### src/hdl/ifl_pkg.sv
package ifl_pkg;

  // Register word addresses on the plain register port
  localparam int IFL_AW = 7;
  localparam logic [6:0] IFL_OFS_FORCE_HIGH = 7'h00;
  localparam logic [6:0] IFL_OFS_FORCE_LOW = 7'h01;
  localparam logic [6:0] IFL_OFS_MASK_HIGH = 7'h02;
  localparam logic [6:0] IFL_OFS_MASK_LOW = 7'h03;
  localparam logic [6:0] IFL_OFS_PEND_HIGH = 7'h04;
  localparam logic [6:0] IFL_OFS_PEND_LOW = 7'h05;
  localparam logic [6:0] IFL_OFS_LEVEL_REQ = 7'h06;
  localparam logic [6:0] IFL_OFS_ACK_LP = 7'h07;
  // Source control x sits at IFL_OFS_CTRL_BASE + x, x = 1..63
  localparam logic [6:0] IFL_OFS_CTRL_BASE = 7'h40;

  // Source control fields
  localparam int IFL_CTL_LVL_LSB = 3;
  localparam int IFL_CTL_PRI_LSB = 0;
  // Acknowledge capture fields
  localparam int IFL_ACK_LVL_LSB = 4;
  localparam int IFL_ACK_PRI_LSB = 0;
  // Mask-all bit in mask_low
  localparam int IFL_GLOBAL_MASK_BIT_BIT = 0;

  // Source counts
  localparam int IFL_NUM_SRC = 63;
  localparam int IFL_FIXED_LAST = 7;
  localparam int IFL_FIRST_WRITABLE = 8;

  // Reset values
  localparam logic [31:0] IFL_FORCE_RESET = 32'h0000_0000;
  localparam logic [31:0] IFL_MASK_RESET = 32'hffff_ffff;
  localparam logic [5:0] IFL_CTL_RESET = 6'h00;
  localparam logic [7:0] IFL_ACK_LP_RESET = 8'h00;

  // Priority encodings
  localparam logic [3:0] IFL_PRI_MID = 4'h8;
  localparam logic [3:0] IFL_RANK_MID = 4'h7;

endpackage

### src/hdl/ifl_intc.sv
`timescale 1ns/10ps
module ifl_intc
  import ifl_pkg::*;
#(
  parameter logic [7:0] VEC_BASE = 8'h40,
  parameter logic [7:0] VEC_SPURIOUS = 8'h18
)
(
  // Clock and reset
  input wire logic mclk,
  input wire logic nrst,
  // Register port
  input wire logic [IFL_AW-1:0] addr,
  input wire logic [31:0] wr_data,
  input wire logic wr_en,
  input wire logic rd_en,
  output logic [31:0] rd_data,
  // Peripheral request lines, index is the source number
  input wire logic [63:1] src_req,
  // Level summary of the peer controller
  input wire logic [7:1] peer_level_req,
  // Processor core side
  output logic [2:0] ipl,
  input wire logic ack_req,
  input wire logic [2:0] ack_level,
  output logic ack_valid,
  output logic [7:0] ack_vector
);

  // Timing overview, all counted in mclk edges.
  // A request line seen at edge e is pending at e, so the summary
  // register shows it at e+1 and the core level follows at e+2.
  // A force or mask write at edge e follows the same path, since
  // the active vector is formed from the register contents alone.
  // The peer summary enters only the last stage, so it reaches the
  // core level at the same edge that samples it.
  // An acknowledge taken at edge e answers at e with a one-cycle
  // valid pulse; the vector and the capture register then hold
  // until the next acknowledge, so the core may read them late.
  // The winner search looks at the active vector of the same edge
  // that takes the acknowledge, not at the registered summary.
  // That keeps the answer current even when the summary lags by a
  // cycle, at the cost of one wide combinational search path.
  // Acknowledge leaves pending and force bits alone; the source or
  // software clears its own request.
  // Control words of sources 1..7 are fixed at their own level and
  // are never written; their priority reads as zero although they
  // rank at the midpoint between programmed priorities 3 and 4.
  // A source whose level is still zero never counts, even forced,
  // so unused sources stay quiet without any mask setting.

  // Vector base plus the largest source number must fit a byte
  if (int'(VEC_BASE) + IFL_NUM_SRC > 255) begin : g_bad_base
    $error("vector base too large for 63 sources");
  end

  // The spurious vector must not alias a real source vector
  if (int'(VEC_SPURIOUS) > int'(VEC_BASE) &&
      int'(VEC_SPURIOUS) <= int'(VEC_BASE) + IFL_NUM_SRC) begin : g_bad_spur
    $error("spurious vector collides with a source vector");
  end

  // Fixed sources must all sit below the first writable one
  if (IFL_FIXED_LAST >= IFL_FIRST_WRITABLE) begin : g_bad_fixed
    $error("fixed sources overlap writable control registers");
  end

  // Control index test shared by write decode and read mux
  function automatic logic ctl_is_writable(input logic [5:0] idx);
    ctl_is_writable = idx >= 6'(IFL_FIRST_WRITABLE);
  endfunction

  // Highest set bit of a level vector, zero when empty
  function automatic logic [2:0] top_level(input logic [7:1] v);
    top_level = 3'h0;
    for (int k = 1; k <= 7; k++) begin
      if (v[k]) begin
        top_level = 3'(k);
      end
    end
  endfunction

  // Register state
  logic [31:0] force_high;
  logic [31:0] force_low;
  logic [31:0] mask_high;
  logic [31:0] mask_low;
  logic [63:0] pend;
  logic [7:0] level_request_summary;
  logic [7:0] ack_level_priority;
  logic [2:0] ctl_lvl [64];
  logic [2:0] ctl_pri [64];

  // Next values
  logic [7:0] next_level_sum;
  logic [31:0] next_rd;

  // Address decode
  wire logic wr_force_high = wr_en && addr == IFL_OFS_FORCE_HIGH;
  wire logic wr_force_low = wr_en && addr == IFL_OFS_FORCE_LOW;
  wire logic wr_mask_high = wr_en && addr == IFL_OFS_MASK_HIGH;
  wire logic wr_mask_low = wr_en && addr == IFL_OFS_MASK_LOW;
  wire logic ctl_hit = addr[IFL_AW-1] == IFL_OFS_CTRL_BASE[IFL_AW-1];
  wire logic [5:0] ctl_idx = addr[5:0];
  wire logic ctl_writable = ctl_hit && ctl_is_writable(ctl_idx);
  wire logic wr_ctl = wr_en && ctl_writable;
  wire logic global_mask_bit = wr_mask_low && wr_data[IFL_GLOBAL_MASK_BIT_BIT];

  // Combined views, bit index is the source number
  wire logic [63:0] force_all = {force_high, force_low[31:1], 1'b0};
  wire logic [63:0] mask_all = {mask_high, mask_low};
  // Force bypasses the mask entirely
  wire logic [63:0] req_raw = (pend & ~mask_all) | force_all;

  // A source with level zero is still disabled
  logic [63:0] active;
  always_comb begin
    active = 64'h0;
    for (int i = 1; i <= IFL_NUM_SRC; i++) begin
      active[i] = req_raw[i] && ctl_lvl[i] != 3'h0;
    end
  end

  // Force registers; reserved bit 0 of force_low never stores
  always_ff @(posedge mclk) begin
    if (!nrst) begin
      force_high <= IFL_FORCE_RESET;
      force_low <= IFL_FORCE_RESET;
    end else begin
      if (wr_force_high) begin
        force_high <= wr_data;
      end
      if (wr_force_low) begin
        force_low <= {wr_data[31:1], 1'b0};
      end
    end
  end

  // Mask registers; writing the mask-all bit sets the other 63 too
  always_ff @(posedge mclk) begin
    if (!nrst) begin
      mask_high <= IFL_MASK_RESET;
      mask_low <= IFL_MASK_RESET;
    end else if (global_mask_bit) begin
      mask_high <= IFL_MASK_RESET;
      mask_low <= IFL_MASK_RESET;
    end else begin
      if (wr_mask_high) begin
        mask_high <= wr_data;
      end
      if (wr_mask_low) begin
        mask_low <= wr_data;
      end
    end
  end

  // Pending follows the request lines every clock, mask ignored
  always_ff @(posedge mclk) begin
    if (!nrst) begin
      pend <= 64'h0;
    end else begin
      pend <= {src_req, 1'b0};
    end
  end

  // Control registers; sources 1..7 are fixed at their own level
  always_ff @(posedge mclk) begin
    if (!nrst) begin
      for (int i = 0; i < 64; i++) begin
        if (i >= 1 && i <= IFL_FIXED_LAST) begin
          ctl_lvl[i] <= 3'(i);
        end else begin
          ctl_lvl[i] <= IFL_CTL_RESET[5:3];
        end
        ctl_pri[i] <= IFL_CTL_RESET[2:0];
      end
    end else if (wr_ctl) begin
      ctl_lvl[ctl_idx] <= wr_data[IFL_CTL_LVL_LSB +: 3];
      ctl_pri[ctl_idx] <= wr_data[IFL_CTL_PRI_LSB +: 3];
    end
  end

  // Per-level summary of active requests
  always_comb begin
    next_level_sum = 8'h00;
    for (int i = 1; i <= IFL_NUM_SRC; i++) begin
      if (active[i]) begin
        next_level_sum[ctl_lvl[i]] = 1'b1;
      end
    end
    next_level_sum[0] = 1'b0;
  end

  // Summary register, then merge with the peer and encode for the core.
  // The core sees one extra cycle of latency, traded for a clean flop.
  always_ff @(posedge mclk) begin
    if (!nrst) begin
      level_request_summary <= 8'h00;
      ipl <= 3'h0;
    end else begin
      level_request_summary <= next_level_sum;
      ipl <= top_level(level_request_summary[7:1]
                       | peer_level_req);
    end
  end

  // Search for the acknowledge winner
  logic sel_found;
  logic [5:0] sel_src;
  logic [3:0] sel_pri;
  ifl_select u_select (
    .active(active),
    .src_lvl(ctl_lvl),
    .src_pri(ctl_pri),
    .want_lvl(ack_level),
    .found(sel_found),
    .win_src(sel_src),
    .win_pri(sel_pri)
  );

  wire logic [7:0] ack_vec_next =
    sel_found ? VEC_BASE + {2'b00, sel_src} : VEC_SPURIOUS;

  // Acknowledge answer and capture; no register write reaches capture.
  // With no winner the spurious vector goes out and the capture keeps
  // the acknowledged level beside a zero priority.
  always_ff @(posedge mclk) begin
    if (!nrst) begin
      ack_valid <= 1'b0;
      ack_vector <= 8'h00;
      ack_level_priority <= IFL_ACK_LP_RESET;
    end else begin
      ack_valid <= ack_req;
      if (ack_req) begin
        ack_vector <= ack_vec_next;
        ack_level_priority <= {1'b0, ack_level, sel_pri};
      end
    end
  end

  // Read multiplexer; fixed sources show a zero priority field.
  // Reserved and unmapped bits read as zero, so software that masks
  // nothing still sees clean words.
  always_comb begin
    next_rd = 32'h0;
    if (ctl_hit) begin
      if (ctl_idx != 6'h00) begin
        next_rd[IFL_CTL_LVL_LSB +: 3] = ctl_lvl[ctl_idx];
        if (ctl_is_writable(ctl_idx)) begin
          next_rd[IFL_CTL_PRI_LSB +: 3] = ctl_pri[ctl_idx];
        end
      end
    end else begin
      case (addr)
        IFL_OFS_FORCE_HIGH: next_rd = force_high;
        IFL_OFS_FORCE_LOW: next_rd = force_low;
        IFL_OFS_MASK_HIGH: next_rd = mask_high;
        IFL_OFS_MASK_LOW: next_rd = mask_low;
        IFL_OFS_PEND_HIGH: next_rd = pend[63:32];
        IFL_OFS_PEND_LOW: next_rd = pend[31:0];
        IFL_OFS_LEVEL_REQ: next_rd = {24'h0, level_request_summary};
        IFL_OFS_ACK_LP: next_rd = {24'h0, ack_level_priority};
        default: next_rd = 32'h0;
      endcase
    end
  end

  // Read data stands only in the cycle after the strobe
  always_ff @(posedge mclk) begin
    if (!nrst) begin
      rd_data <= 32'h0;
    end else begin
      rd_data <= rd_en ? next_rd : 32'h0;
    end
  end

endmodule

### src/hdl/ifl_select.sv
`timescale 1ns/10ps
// Finds the highest ranked active source at one requested level
module ifl_select
  import ifl_pkg::*;
(
  // Source state
  input wire logic [63:0] active,
  input wire logic [2:0] src_lvl [64],
  input wire logic [2:0] src_pri [64],
  // Query
  input wire logic [2:0] want_lvl,
  // Result
  output logic found,
  output logic [5:0] win_src,
  output logic [3:0] win_pri
);

  // Fixed-level sources sit between programmed priorities 3 and 4
  function automatic logic [3:0] rank_of(input int idx,
                                         input logic [2:0] acked_priority_field);
    rank_of = (idx <= IFL_FIXED_LAST) ? IFL_RANK_MID : {acked_priority_field, 1'b0};
  endfunction

  // Strict compare keeps the lowest index on a tie; ties are misuse
  always_comb begin
    logic [3:0] best;
    logic [3:0] r;
    best = 4'h0;
    r = 4'h0;
    found = 1'b0;
    win_src = 6'h00;
    win_pri = 4'h0;
    for (int i = 1; i <= IFL_NUM_SRC; i++) begin
      r = rank_of(i, src_pri[i]);
      if (active[i] && src_lvl[i] == want_lvl && want_lvl != 3'h0 &&
          (!found || r > best)) begin
        found = 1'b1;
        best = r;
        win_src = 6'(i);
        win_pri = (i <= IFL_FIXED_LAST) ? IFL_PRI_MID
                                         : {1'b0, src_pri[i]};
      end
    end
  end

endmodule

### config.mk
export PLATFORM = sky130hd
export DESIGN_NAME = ifl_intc
export DESIGN_NICKNAME = d
export VERILOG_FILES = /design/src/hdl/ifl_pkg.sv /design/src/hdl/ifl_intc.sv /design/src/hdl/ifl_select.sv
export SDC_FILE = /design/constraint.sdc
export NUM_CORES = 2
export LEC_CHECK = 0
export BUFFER_PORTS_ARGS = -buffer_cell sky130_fd_sc_hd__buf_2
export CORE_ASPECT_RATIO = 2
export CORE_MARGIN = 5
export CORE_UTILIZATION = 40
export DETAILED_ROUTE_END_ITERATION = 10
export GPL_TIMING_DRIVEN = 1
export SLEW_MARGIN = 10
export SYNTH_ARGS = -nofsm -noshare
export SYNTH_HDL_FRONTEND = slang
export SYNTH_SLANG_ARGS = --single-unit
### constraint.sdc
create_clock -name mclk -period 217.7 [get_ports mclk]
set_input_delay 32.655 -clock mclk [delete_from_list [all_inputs] [get_ports mclk]]
set_output_delay 32.655 -clock mclk [all_outputs]
set_load 0.02 [all_outputs]
==> run_summary.xml <==
<?xml version="1.0" encoding="UTF-8"?>
<metrics>
  <group name="clocking">
    <metric name="clock_tree.htree_level_count" unit="">2</metric>
    <metric name="number_of_gates_given_a_new_drive_strength_after_cts" unit="">0</metric>
    <metric name="clkLatencyLatePin" unit="ns">0.72</metric>
    <metric name="cts.repair_timing.setup_buffer_count" unit="">0</metric>
    <metric name="clkSlewWorstSetupHoldPaths" unit="ns">0.06</metric>
    <metric name="cts_tree" unit="">yes</metric>
    <metric name="cts_buffer_depth" unit="">3</metric>
    <metric name="cts_sinks" unit="">631</metric>
    <metric name="cts-buffers-inserted" unit="">60</metric>
    <metric name="post_cts_hold_buffer_count" unit="">0</metric>
    <metric name="root_buffer" unit="">sky130_fd_sc_hd__clkbuf_16</metric>
  </group>
  <group name="synthesis">
    <metric name="synth_sequential_area_ratio" unit="%">27.2</metric>
    <metric name="yosys-top-cells-area" unit="">sky130_fd_sc_hd__dfxtp_1 27%, sky130_fd_sc_hd__mux4_2 6.1%, sky130_fd_sc_hd__nand2_1 5.8%, sky130_fd_sc_hd__mux2i_1 5.6%, sky130_fd_sc_hd__a21oi_1 4.5%</metric>
    <metric name="synth_top_area_share" unit="%">27.2</metric>
    <metric name="net_count_after_synthesis" unit="">6149</metric>
    <metric name="synth_ff_type" unit="">sky130_fd_sc_hd__dfxtp_1</metric>
    <metric name="netlist.top_cell.by_area" unit="">sky130_fd_sc_hd__dfxtp_1</metric>
    <metric name="yosysUniqueCellTypes" unit="">173</metric>
    <metric name="synth.yosys.warnings" unit="">0</metric>
    <metric name="postSynthRegisterBits" unit="">631</metric>
    <metric name="synth-async-reset-ratio" unit="%">0</metric>
    <metric name="netlist_area" unit="sq um">46500</metric>
    <metric name="synth_cells" unit="">5918</metric>
    <metric name="synth_enable_flop_cells" unit="">0</metric>
    <metric name="syn_avg_cell_area" unit="sq um">7.85</metric>
  </group>
  <group name="placed_design">
    <metric name="dp_slack" unit="ns">86.88</metric>
    <metric name="placed_area" unit="sq um">48300</metric>
    <metric name="place.port_buffers" unit="">159</metric>
    <metric name="gp_congestion" unit="">1.14</metric>
    <metric name="dp_hpwl" unit="mm">199</metric>
  </group>
  <group name="global_route">
    <metric name="maximum_number_of_pins_on_one_net_before_global_route_repair" unit="">207</metric>
    <metric name="grt.overflow.total" unit="">0</metric>
    <metric name="grt_pass1_vias" unit="">45600</metric>
    <metric name="grt.total_usage" unit="%">39.6</metric>
    <metric name="number_of_antenna_violations_at_the_first_check_in_global_routing" unit="">20</metric>
    <metric name="grt_pass1_wl" unit="mm">356</metric>
  </group>
  <group name="pwr">
    <metric name="comb_power_share" unit="%">6.3</metric>
    <metric name="max-vdd-ir-drop" unit="uV">6.15</metric>
    <metric name="power_density" unit="nW/um^2">5.07</metric>
    <metric name="share_of_total_power_in_sequential_cells" unit="%">45.8</metric>
    <metric name="power.net_switching" unit="uW">66.8</metric>
    <metric name="power.total" unit="uW">256</metric>
    <metric name="p_int" unit="uW">190</metric>
    <metric name="leakagePower" unit="nW">18.8</metric>
    <metric name="clock_group_share_of_total_power" unit="%">47.9</metric>
    <metric name="netSwitchingFraction" unit="%">26.1</metric>
  </group>
  <group name="finish">
    <metric name="multi_input_comb_area" unit="sq um">31000</metric>
    <metric name="layout-area-overhead-vs-synth" unit="%">8.89</metric>
    <metric name="layout.cell_area.non_filler" unit="sq um">50600</metric>
    <metric name="final_cell_mix" unit="">718 x sky130_fd_sc_hd__nand2_1, 631 x sky130_fd_sc_hd__dfxtp_1, 509 x sky130_fd_sc_hd__nor2_1, 403 x sky130_fd_sc_hd__a21oi_1, 340 x sky130_fd_sc_hd__o21ai_0</metric>
    <metric name="final_common_cell" unit="">sky130_fd_sc_hd__nand2_1</metric>
    <metric name="register_area" unit="sq um">12600</metric>
    <metric name="nets" unit="">6037</metric>
    <metric name="drive_gt1_share" unit="%">13.1</metric>
    <metric name="filler_cell_count" unit="">11700</metric>
  </group>
  <group name="floorplanning">
    <metric name="total_die_area" unit="sq um">124000</metric>
    <metric name="dieWidth" unit="um">251</metric>
    <metric name="design.core.area" unit="sq um">116000</metric>
    <metric name="ioPinCount" unit="">161</metric>
    <metric name="placement_rows" unit="">177</metric>
    <metric name="die_y" unit="um">492</metric>
    <metric name="initial_utilization" unit="%">40.1</metric>
  </group>
  <group name="route">
    <metric name="drt-pass1-iter-count" unit="">6</metric>
    <metric name="drc" unit="">0</metric>
    <metric name="postRouteAntennaNets" unit="">0</metric>
    <metric name="detailedRoute.firstIterationViolations" unit="">5308</metric>
    <metric name="wirelength" unit="mm">257</metric>
    <metric name="drt-wirelength-per-cell" unit="um">34.8</metric>
    <metric name="avgViaCountPerCell" unit="">6.58</metric>
    <metric name="routed-via-count" unit="">48600</metric>
  </group>
  <group name="flow_run">
    <metric name="cap_violations" unit="">0</metric>
  </group>
  <group name="sta">
    <metric name="setup_viol_count_final" unit="">0</metric>
    <metric name="achievable-frequency" unit="GHz">0.00757</metric>
    <metric name="post-route-min-period" unit="ns">132.14</metric>
    <metric name="post_route_skew" unit="ns">0.0438</metric>
    <metric name="final_max_slew_viol_count" unit="">0</metric>
    <metric name="layout_setup_ws" unit="ns">85.56</metric>
    <metric name="relSlewSlack" unit="%">5.95</metric>
    <metric name="setup_tns" unit="ns">0</metric>
    <metric name="final_critical_path_share_of_the_clock_period" unit="%">60.7</metric>
    <metric name="grt_setup_unrepaired" unit="">no</metric>
    <metric name="tightestPinTransition" unit="ns">1.41</metric>
    <metric name="hold_violations" unit="">0</metric>
  </group>
  <group name="worst_setup_path">
    <metric name="cpMaxStageDelayCell" unit="">sky130_fd_sc_hd__o21ai_0</metric>
    <metric name="setup.worst_path.start" unit="">ack_level[2]</metric>
    <metric name="worst-endpoint-arrival" unit="ns">132.71</metric>
    <metric name="required" unit="ns">218.28</metric>
    <metric name="r2r.worst_path.cells" unit="">433</metric>
    <metric name="critical_path_peak_fanout" unit="">18</metric>
    <metric name="crit_type" unit="">in2reg</metric>
    <metric name="critical_path.endpoint_type" unit="">flop</metric>
    <metric name="r2r-end" unit="">ack_vector[5]</metric>
    <metric name="critPathMaxStageDelay" unit="ns">0.93</metric>
    <metric name="timing.critical_path.from_type" unit="">primary input</metric>
    <metric name="r2r_start" unit="">ctl_lvl[188]</metric>
    <metric name="crit_end" unit="">ack_vector[5]</metric>
    <metric name="r2r_setup_slack" unit="ns">117.99</metric>
    <metric name="crit_path_frequent_cell" unit="">sky130_fd_sc_hd__ha_1</metric>
  </group>
  <group name="run_status">
    <metric name="status" unit="">finished, final reports clean</metric>
  </group>
  <group name="worst_hold_path">
    <metric name="holdCritPathClass" unit="">reg2reg</metric>
    <metric name="hold-path-cell-count" unit="">1</metric>
  </group>
</metrics>
sequential cells by signal, summed over array words and instances, names as in the netlist:
name / cells
ack_level_priority: 7
mask_low: 32
rd_data: 32
pend: 63
ipl: 3
ack_vector: 7
force_high: 32
ack_valid: 1
force_low: 31
level_request_summary: 7
ctl_pri: 192
mask_high: 32
ctl_lvl: 192
logic make-up after synthesis:
family | after synthesis | share of synthesized area (%)
flops | 631 | 27.2
mux | 433 | 12.9
compound gates | 1561 | 22.7
other cells | 1 | 0.00807
fa+ha+maj | 135 | 3.53
simple gates | 2298 | 24.4
buf+inv | 713 | 6.50
xor+xnor | 146 | 2.75
synthesized netlist by cell type (all sizes together), types with 19 or more instances:
library cell / instances
nand3: 121
clkbuf: 333
a311oi: 19
nor3b: 56
mux2i: 264
nand2: 724
o311ai: 26
a211oi: 23
and3: 43
o31a: 20
xor2: 91
inv: 258
o22ai: 42
or3: 38
maj3: 21
a21o: 50
nand2b: 117
nand3b: 37
ha: 114
nor4b: 24
o31ai: 23
nor2: 518
mux4: 126
o211ai: 104
a22oi: 97
dfxtp: 631
o21ai: 361
and2: 150
a211o: 22
nor2b: 31
xnor2: 55
nor3: 218
or2: 26
a21oi: 426
o21a: 29
mux2: 43
or4: 24
nor4: 62
a31oi: 88
nand4: 64
buf: 119
metal layers:
metal	vias to the layer above	routed length (um)	GRT usage, %
met3	740	18600	6.50
met2	2638	118000	63.9
met5	-	41	0
met4	6	28400	33.2
met1	24000	92700	45.5
li1	21200	-	-
through the flow:
stage          util [%]  instances  hold slack [ns]
2_1_floorplan         -       5918            0.424
3_3_place_gp       41.7       7264            0.436
3_5_place_dp       41.7       7264            0.441
4_1_cts            43.6       7376            0.459
5_1_grt            43.7       7381            0.476
6_report           43.7       7391            0.458
power groups by stage:
stage	Sequential (mW)	Combinational (mW)	Clock, mW
after global placement	0.120	0.0156	0
final	0.117	0.0162	0.123
after floorplan	0.120	0.00900	0
after global routing	0.117	0.0167	0.128
after detailed placement	0.120	0.0158	0
after CTS	0.117	0.0158	0.124
critical path, delay by kind of cell:
kind | cells | cell delay [ns]
AO/OA/AOI/OAI | 170 | 43.87
adder cells (fa/ha/maj) | 61 | 18.08
buffers and inverters | 31 | 3.71
AND/OR/NAND/NOR | 139 | 23.57
multiplexers | 35 | 10.72
layout make-up:
type,instances,area share [%]
Tap cell,1521,3.76
Sequential cell,631,25.0
Inverter,259,1.94
Multi-Input combinational cell,4574,61.3
Clock inverter,35,1.20
Clock buffer,77,3.27
Timing Repair Buffer,280,3.46
Antenna cell,14,0.0692
worst min-delay path by stage:
stage	startpoint	to	slack (ns)
floorplan	ctl_pri[171]	ctl_pri[171]	0.42
global placement	ctl_pri[184]	ctl_pri[184]	0.44
detailed placement	ctl_pri[176]	ctl_pri[176]	0.44
CTS	ctl_pri[191]	ctl_pri[191]	0.46
global route	ctl_pri[183]	ctl_pri[183]	0.48
finish	ctl_pri[186]	ctl_pri[186]	0.46
(Power assumes the default switching activity.)
